File: src/common/otgc_map.svh
`ifndef OTGC_MAP_SVH
`define OTGC_MAP_SVH

// ------------------------------
// Register offsets
// ------------------------------
`define OTGC_OFS_CTRL       6'h0a
`define OTGC_OFS_SET        6'h0b
`define OTGC_OFS_CLR        6'h0c

// ------------------------------
// Field positions
// ------------------------------
`define OTGC_BIT_IDPU       0
`define OTGC_BIT_DPPD       1
`define OTGC_BIT_DMPD       2
`define OTGC_BIT_DISCHG     3
`define OTGC_BIT_CHG        4
`define OTGC_BIT_DRV        5
`define OTGC_BIT_EXTSUP     6
`define OTGC_BIT_EXTIND     7

// ------------------------------
// Reset value
// ------------------------------
`define OTGC_CTRL_RST       8'h06

`endif

File: src/common/otgc_pkg.sv
package otgc_pkg;

	// Register port request
	typedef struct packed {
		logic       wr;
		logic       rd;
		logic [5:0] addr;
		logic [7:0] wdata;
	} otgc_req_t;

	// Analogue front end controls
	typedef struct packed {
		logic power_switch_out;
		logic bus_power_charge;
		logic bus_power_discharge;
		logic minus_line_pulldown;
		logic plus_line_pulldown;
		logic id_strong_pullup_res;
		logic id_weak_pullup_res;
		logic id_sample_en;
	} otgc_afe_t;

	typedef enum logic [1:0] {
		OTGC_ACC_NONE,
		OTGC_ACC_WRITE,
		OTGC_ACC_SET,
		OTGC_ACC_CLR
	} otgc_acc_t;

endpackage : otgc_pkg

File: src/core/otgc_sync3.sv
`timescale 1ns/1ns
// ------------------------------
// Three-stage pin synchroniser
// ------------------------------
module otgc_sync3 (
	input  wire logic i_mclk,  // Clock
	input  wire logic i_rst,   // Sync reset
	input  wire logic i_ce,    // Clock enable
	input  wire logic i_pin,   // Asynchronous pin
	output logic      o_level  // Filtered level
);
	logic [2:0] sh_q;
	logic [2:0] sh_d;
	logic       lvl_q;
	logic       lvl_d;

	always_comb begin
		sh_d  = sh_q;
		lvl_d = lvl_q;
		if (i_ce) begin
			sh_d = {sh_q[1:0], i_pin};
			// Accept once stages two and three agree
			if (sh_q[1] == sh_q[2])
				lvl_d = sh_q[2];
		end
	end

	always_ff @(posedge i_mclk) begin
		if (i_rst) begin
			sh_q  <= 3'h0;
			lvl_q <= 1'b0;
		end else begin
			sh_q  <= sh_d;
			lvl_q <= lvl_d;
		end
	end

	assign o_level = lvl_q;
endmodule : otgc_sync3

File: src/core/otgc_ctrl.sv
`timescale 1ns/1ns
`include "otgc_map.svh"
// Behaviour
// - ID bit 0 with weak-sample enable 1 samples ID using weak pullup, plus strong pullup when accessory detect forces it.
// - ID bit 0 keeps weak pullup on; no sampling without weak-sample enable.
// - ID bit 1 connects strong pullup and enables ID sampling.
// - Accessory detect enabled forces strong pullup in detect and setup states.
// - Set alias reads control register; ones written set bits.
// - Clear alias reads control register; ones written clear bits.
// - Zeros written to either alias leave bits unchanged.
// - Aliases own no storage; all paths see one register.
// - External indicator select uses over-current pin as bus valid.
// - Power switch asserted by external supply select or drive bit.
module otgc_ctrl
	import otgc_pkg::*;
(
	input  wire logic       i_mclk,                  // 50 MHz clock
	input  wire logic       i_rst,                   // Sync reset, active high
	input  wire logic       i_ce,                    // Clock enable
	input  wire otgc_req_t  i_req,                   // Register access
	output logic [7:0]      o_rdata,                 // Read data
	output logic            o_hit,                   // Address decoded
	input  wire logic       i_id_weak_sample_enable, // Weak sampling enable
	input  wire logic       i_accessory_detect_enable, // Accessory detect enable
	input  wire logic       i_accessory_detect_state,  // Charger machine in detect
	input  wire logic       i_accessory_setup_state,   // Charger machine in setup
	input  wire logic       i_overcurrent_pin,       // External indicator pin
	input  wire logic       i_int_vbus_valid,        // Internal comparator
	output logic            o_vbus_valid,            // Selected bus valid
	output otgc_afe_t       o_afe,                   // Front end controls
	output logic [7:0]      o_ctrl                   // Register contents
);
	// ------------------------------
	// Decode
	// ------------------------------
	otgc_acc_t  acc;
	logic [7:0] ctrl_q;
	logic [7:0] ctrl_d;
	logic       ext_lvl;

	always_comb begin
		acc   = OTGC_ACC_NONE;
		o_hit = 1'b0;
		if (i_req.addr == `OTGC_OFS_CTRL) begin
			o_hit = 1'b1;
			if (i_req.wr)
				acc = OTGC_ACC_WRITE;
		end else if (i_req.addr == `OTGC_OFS_SET) begin
			o_hit = 1'b1;
			if (i_req.wr)
				acc = OTGC_ACC_SET;
		end else if (i_req.addr == `OTGC_OFS_CLR) begin
			o_hit = 1'b1;
			if (i_req.wr)
				acc = OTGC_ACC_CLR;
		end
	end

	// ------------------------------
	// Single backing register
	// ------------------------------
	always_comb begin
		ctrl_d = ctrl_q;
		if (i_ce) begin
			case (acc)
				OTGC_ACC_WRITE: ctrl_d = i_req.wdata;
				OTGC_ACC_SET:   ctrl_d = ctrl_q | i_req.wdata;
				OTGC_ACC_CLR:   ctrl_d = ctrl_q & ~i_req.wdata;
				default:        ctrl_d = ctrl_q;
			endcase
		end
	end

	always_ff @(posedge i_mclk) begin
		if (i_rst)
			ctrl_q <= `OTGC_CTRL_RST;
		else
			ctrl_q <= ctrl_d;
	end

	// ------------------------------
	// Read data register
	// ------------------------------
	logic [7:0] rdata_q;
	logic [7:0] rdata_d;
	logic       rd_take;

	// All three offsets read the same storage
	assign rd_take = i_ce & i_req.rd;

	always_comb begin
		rdata_d = rdata_q;
		if (rd_take) begin
			if (o_hit)
				rdata_d = ctrl_q;
			else
				rdata_d = 8'h00;
		end
	end

	always_ff @(posedge i_mclk) begin
		if (i_rst)
			rdata_q <= 8'h00;
		else
			rdata_q <= rdata_d;
	end

	assign o_rdata = rdata_q;

	assign o_ctrl = ctrl_q;

	// ------------------------------
	// Over-current pin synchroniser
	// ------------------------------
	otgc_sync3 u_sync (
		.i_mclk  (i_mclk),
		.i_rst   (i_rst),
		.i_ce    (i_ce),
		.i_pin   (i_overcurrent_pin),
		.o_level (ext_lvl)
	);

	// ------------------------------
	// Front end controls
	// ------------------------------
	logic       idpu;
	logic       acc_force;
	logic [2:0] idc_q;   // Strong, weak, sample
	logic [2:0] idc_d;
	logic [2:0] pwr_q;   // Switch, charge, discharge
	logic [2:0] pwr_d;
	logic [1:0] pd_q;    // Minus, plus
	logic [1:0] pd_d;
	logic       vv_q;
	logic       vv_d;

	assign idpu      = ctrl_q[`OTGC_BIT_IDPU];
	// Charger machine forces the strong pullup whatever the ID bit
	assign acc_force = i_accessory_detect_enable &
		(i_accessory_detect_state | i_accessory_setup_state);

	// ------------------------------
	// ID pullups and sampling
	// ------------------------------
	always_comb begin
		idc_d = idc_q;
		if (i_ce) begin
			idc_d[2] = idpu | acc_force;
			// Weak pullup keeps ID from floating
			idc_d[1] = ~idpu;
			idc_d[0] = idpu | i_id_weak_sample_enable;
		end
	end

	always_ff @(posedge i_mclk) begin
		if (i_rst)
			idc_q <= 3'h0;
		else
			idc_q <= idc_d;
	end

	// ------------------------------
	// Bus power
	// ------------------------------
	always_comb begin
		pwr_d = pwr_q;
		if (i_ce) begin
			pwr_d[2] = ctrl_q[`OTGC_BIT_EXTSUP] | ctrl_q[`OTGC_BIT_DRV];
			pwr_d[1] = ctrl_q[`OTGC_BIT_CHG];
			pwr_d[0] = ctrl_q[`OTGC_BIT_DISCHG];
		end
	end

	always_ff @(posedge i_mclk) begin
		if (i_rst)
			pwr_q <= 3'h0;
		else
			pwr_q <= pwr_d;
	end

	// ------------------------------
	// Line pulldowns
	// ------------------------------
	always_comb begin
		pd_d = pd_q;
		if (i_ce) begin
			pd_d[1] = ctrl_q[`OTGC_BIT_DMPD];
			pd_d[0] = ctrl_q[`OTGC_BIT_DPPD];
		end
	end

	always_ff @(posedge i_mclk) begin
		if (i_rst)
			pd_q <= 2'h0;
		else
			pd_q <= pd_d;
	end

	// ------------------------------
	// Bus valid source
	// ------------------------------
	always_comb begin
		vv_d = vv_q;
		if (i_ce) begin
			if (ctrl_q[`OTGC_BIT_EXTIND])
				vv_d = ext_lvl;
			else
				vv_d = i_int_vbus_valid;
		end
	end

	always_ff @(posedge i_mclk) begin
		if (i_rst)
			vv_q <= 1'b0;
		else
			vv_q <= vv_d;
	end

	// ------------------------------
	// Outputs
	// ------------------------------
	always_comb begin
		o_afe                      = '0;
		o_afe.power_switch_out     = pwr_q[2];
		o_afe.bus_power_charge     = pwr_q[1];
		o_afe.bus_power_discharge  = pwr_q[0];
		o_afe.minus_line_pulldown  = pd_q[1];
		o_afe.plus_line_pulldown   = pd_q[0];
		o_afe.id_strong_pullup_res = idc_q[2];
		o_afe.id_weak_pullup_res   = idc_q[1];
		o_afe.id_sample_en         = idc_q[0];
	end

	assign o_vbus_valid = vv_q;
endmodule : otgc_ctrl

File: config.mk
export PLATFORM = sky130hd
export DESIGN_NAME = otgc_ctrl
export DESIGN_NICKNAME = d
export VERILOG_FILES = /design/src/common/otgc_pkg.sv /design/src/core/otgc_sync3.sv /design/src/core/otgc_ctrl.sv
export VERILOG_INCLUDE_DIRS = /design/src /design/src/common
export SDC_FILE = /design/constraint.sdc
export NUM_CORES = 1
export LEC_CHECK = 0
export ABC_AREA = 1
export BUFFER_PORTS_ARGS = -buffer_cell sky130_fd_sc_hd__buf_2
export CAP_MARGIN = 20
export CORE_MARGIN = 4
export CORE_UTILIZATION = 45
export CTS_BUF_LIST = sky130_fd_sc_hd__clkbuf_16
export DETAILED_ROUTE_END_ITERATION = 16
export GPL_TIMING_DRIVEN = 0
export PLACE_DENSITY = 0.78
export SLEW_MARGIN = 5
export SYNTH_ARGS = -nofsm -noshare
export SYNTH_HDL_FRONTEND = slang
export SYNTH_HIERARCHICAL = 1
export SYNTH_SLANG_ARGS = --single-unit
File: constraint.sdc
create_clock -name i_mclk -period 2.71 [get_ports i_mclk]
set_input_delay 0.4065 -clock i_mclk [delete_from_list [all_inputs] [get_ports i_mclk]]
set_output_delay 0.4065 -clock i_mclk [all_outputs]
set_load 0.01 [all_outputs]
# Yosys cells after proc, flatten, opt, wreduce, memory -nomap -nowiden
# Cells that the tools add are included.
word_totals:
  out_inout_bits: 26
  in_bits: 25
  ff_bits: 29
  word_cells: 40
op_classes:
  n_mux: 12
  n_reduce_logical: 3
  eq_ne: 7
  bitwise_logic: 10
op_table:
  columns: ["operator", "count"]
  rows:
  - ["$pmux W8 S3", 1]
  - ["$eq A6 B4 Y1 const B", 3]
  - ["$mux W2", 5]
  - ["$and A8 B8 Y8", 1]
  - ["$mux W8", 1]
  - ["$not A8 Y8", 1]
  - ["$or A8 B8 Y8", 1]
  - ["$mux W1", 5]
  - ["$eq A2 B2 Y1 const B", 2]
  - ["$or A1 B1 Y1", 4]
  - ["$reduce_and A2 Y1", 2]
  - ["$reduce_bool A3 Y1", 1]
  - ["$and A1 B1 Y1", 2]
  - ["$eq A2 B1 Y1 const B", 1]
  - ["$eq A1 B1 Y1", 1]
  - ["$not A1 Y1", 1]

# Logic depth before layout (Yosys ltp)
depth:
  word_depth: 7
  ltp_mapped: 8
  depth_no_buf: 8

# Cells and area by module
# Netlist, hierarchy kept.
modules_own_cells:
  columns: ["mod", "area_each_um2", "seq_area_each_um2", "n_inst", "cells_per_inst"]
  rows:
  - ["otgc_ctrl", 1092.3, 500.5, 1, 152]
  - ["otgc_sync3", 161.4, 80.1, 1, 22]

# Worst setup path before layout
# No wires, ideal clock.
synth_timing:
  path_kind: "input to output"
  startpoint: "input i_req[13] in the netlist's numbering"
  endpoint: "output o_hit"
  cell_stages: 4
  t_arrival_ns: 0.954
  required_time_ns: 2.304
  setup_slack_ns: 1.349
  n_path_buf: 1
  cell_sequence: "nor2_2 > nand3_1 > nand3_2 > buf_6"
synth_via:
  elab_chain_cells: 4
  word_cells_on_any_way: 6
  cone_classes: "eq/ne (3); mux (3)"
synth_rtl:
  columns: ["item", "line_no", "text"]
  rows:
  - ["from (decl)", "otgc_ctrl.sv:20", "input wire otgc_req_t i_req,"]
  - ["$eq A6 B4 Y1 (no line)", null, null]
  - ["$mux W1", "otgc_ctrl.sv:52", "end else if (i_req.addr == `OTGC_OFS_CLR) begin"]
  - ["$mux W1", "otgc_ctrl.sv:48", "end else if (i_req.addr == `OTGC_OFS_SET) begin"]
  - ["$mux W1 *", "otgc_ctrl.sv:44", "if (i_req.addr == `OTGC_OFS_CTRL) begin"]
  - ["to (decl)", "otgc_ctrl.sv:22", "output logic o_hit,"]
# Mark *: on every way between the ends. The rest lies on a longest branch, timed or not.

# Worst setup path after layout
# Same ends and word-level chain as after synthesis.

==> metrics.md <==
| Metric | Value |
|---|---|
| Status | finished clean |
| GRT Total Usage | 19.1% |
| Num CTS Buffers | 5 |
| # diodes | 0 |
| Filler Cells Inserted | 243 |
| Kind of critical path | input pin to output port |
| Drt first pass iters | 4 |
| Worst setup SP type | input pin |
| Max Slew Vio Count | 0 |
| Buf/Inv on CP | 3 |
| Fin. Hold Viols | 0 |
| Net count after synthesis | 199 |
| Die X-Extent | roughly 60 um |
| Peak VDD IR | around 0.00055 V |
| Met3 wire len | about 270 um |
| Ports | just over 50 |
| CTS tree | done |
| Cell chain of the critical path | buf_2 -> nor2_2 -> nand3_1 -> nand3_2 -> buf_6 -> buf_2 |
| Leak pwr | around 0.82 nW |
| Cells after synthesis | about 170 |
| Crit path max fanout | 10 |
| Fin cells | 261 |
| DRC Markers | 0 |
| Vias in the first global route | 1,201 |
| Share of layout cells above drive strength 1 | about 28% |
| H-tree Lvls | 2 |
| Syn Area/Cell | approximately 7.2 um2 |
| Post-synthesis compound-gate area fraction | 14.0% |
| Multi-input gate area | roughly 550 um2 |
| Met1 wire length | roughly 1.4 mm |
| Class of the worst hold path | input pin to flip-flop |
| Wirelength, routed | 3.20 mm |
| Mux contribution to synthesized area | 0% |
| Largest family of logic cells by synthesized area | simple AND/OR/NAND/NOR gates |
| Slew margin rel. | between 70% and 80% |
| Post-CTS Setup Inserts | 0 |
| Cell variety after synth | 21 |
| Slew @ Worst Pin | around 0.43 ns |
| Metal2 WL | about 1.5 mm |
| Cell count after placement | 253 |
| Largest delay share family, worst path | simple AND/OR/NAND/NOR gates |
| Sequential standard cell area | roughly 580 um2 |
| Clock Root Buffer | clkbuf_16 |
| Max Freq | 584 MHz |
| Synthesized-area fraction occupied by xor and xnor cells | 0% |
| Final Util | 65.2% |
| Clk slew on worst S/H paths | around 0.040 ns |
| Drt wl/cell | between 10 and 15 um |
| Yosys warns | 6 |
| Worst path max stage delay | 0.20 ns |
| # clock sinks | 29 |
| RSZ-0062 raised after global routing | no |
| Bufs on Longest Clock Path | 2 |
| Synth Register Bits | 29 |
| Design Area, Final | 0.00167 mm2 |
| Post-Syn Area | 0.00125 mm2 |
| Core Area | roughly 0.0026 mm2 |
| Post-DP HPWL | 2.33 mm |
| Tot Pwr | 1.03 mW |
| Min Tclk post-route | approximately 1.7 ns |
| Post-DRT Antenna Nets | 0 |
| Post-cts gate resize count | 0 |
| Initial Util | 48.8% |
| Latest clock arrival within the worst-skew pair | 0.27 ns |
| WP data arrival | 1.31 ns |
| Final setup violation count | 0 |
| Seq/Total Area, Yosys | 46.3% |
| Initial antenna violation count | 0 |
| Row count | 18 |
| Slowest CP cell | nand3_2 |
| Clk_skew | around 0.0051 ns |
| Setup_tns | 0 ns |
| Die area | roughly 0.0037 mm2 |
| Grt ovf | 0 |
| Synth Area in Simple Gates | 30.2% |
| Post-synthesis adder-cell area fraction | 0% |
| Largest net degree at the start of global routing | 11 |
| Post-DR vias/cell | 5.12 |
| Area grow syn2layout | 33.4% |
| RD Place Congestion | 0.876 |
| First-iteration detailed-routing DRC count | 72 |
| Global-route wire length before repair | 5.18 mm |
| Max Cap Viol | 0 |
| Die Y | 60.8 um |
| Hold WS | ~0.36 ns |
| Post-DP Area | roughly 0.0015 mm2 |
| DR top layer | met4 |
| Crit. End Element | output port |
| Place WS | around 1 ns |
| Tcrit/Tclk final | 63.2% |
| Most frequent CP cell | buf_2 |
| Final net count | roughly 260 |
| Hold_buf cts | 0 |
| Worst path required time | roughly 2.3 ns |
| Pwr/cell area | a little over 600 mW/mm2 |
| Routed via count | 1,337 |
| Port Buffer Count | 49 |
| Final setup margin | 0.998 ns |
final timing paths:
kind	start	end	slack [ns]	cells after the start
setup / recovery	i_req[13]	o_hit	1.0	6
hold / removal	i_rst	u_sync/o_level$_SDFFE_PP0P_	0.36	2
setup reg to reg	o_ctrl[0]$_SDFFE_PP0P_	idc_q[0]$_SDFFE_PP0P_	1.78	3
hold reg to reg	o_rdata[1]$_SDFFE_PP0P_	o_rdata[1]$_SDFFE_PP0P_	0.46	2
synthesized netlist by cell type:
cell type  count  share of area [%]
o221a_2        1               0.90
nor2_2         1               0.50
buf_2          2               0.80
a21oi_2        1               0.70
nand3_2        1               0.80
nor3_1         1               0.40
buf_6          1               0.90
dfxtp_1       29                 46
o211ai_1       2                1.2
buf_4          1               0.60
clkinv_1       2               0.60
nand3_1       16                6.4
clkbuf_1       2               0.60
a21oi_1       19                7.6
inv_2          1               0.30
nor2_1        14                4.2
nand4_1       10                5.0
o21ai_0        9                3.6
nand2_1       40                 12
inv_1         19                5.7
nand2_2        2                1.0
placed cells by master (no fill, tap or decap), types with 5 or more instances in the layout:
master / count
o21ai_0: 9
nand2_1: 40
nand3_1: 16
a21oi_1: 19
nand4_1: 10
buf_2: 51
clkbuf_16: 5
nor2_1: 14
inv_1: 22
dfxtp_1: 29
kinds of logic (layout without fill, tap and decap cells):
group,after synthesis,after routing
AOI/OAI and AO/OA,32,32
buffers and inverters,28,85
DFF,29,29
and+or+nand+nor,85,85
power breakdown:
part           switching (mW)  leakage, nW  internal, mW
combinational          0.0524        0.501        0.0338
sequential            0.00582        0.236         0.439
clock                   0.173       0.0776         0.328
total                   0.232        0.815         0.801
layer usage:
layer / global-route usage (%) / up-vias
met1: 24.6 / 592
met4: 10.2 / 0
met5: 0 / -
met3: 4.89 / 7
met2: 29.3 / 56
li1: - / 682
cell type report:
type                       instances  share of cell area [%]
sequential                        29                    34.7
multi-input combinational        117                    33.1
timing repair buffer              49                    14.7
clock buffer                       5                    7.48
inverter                          22                    4.94
tap                               30                    2.24
buffer                             6                    2.17
clock inverter                     3                   0.673
sequential cells by signal, summed over array words and instances (netlist names):
register	flops
idc_q	3
o_vbus_valid	1
u_sync/o_level	1
pwr_q	3
pd_q	2
o_ctrl	8
u_sync/sh_q	3
o_rdata	8
Power figures use the tool's default switching activity.
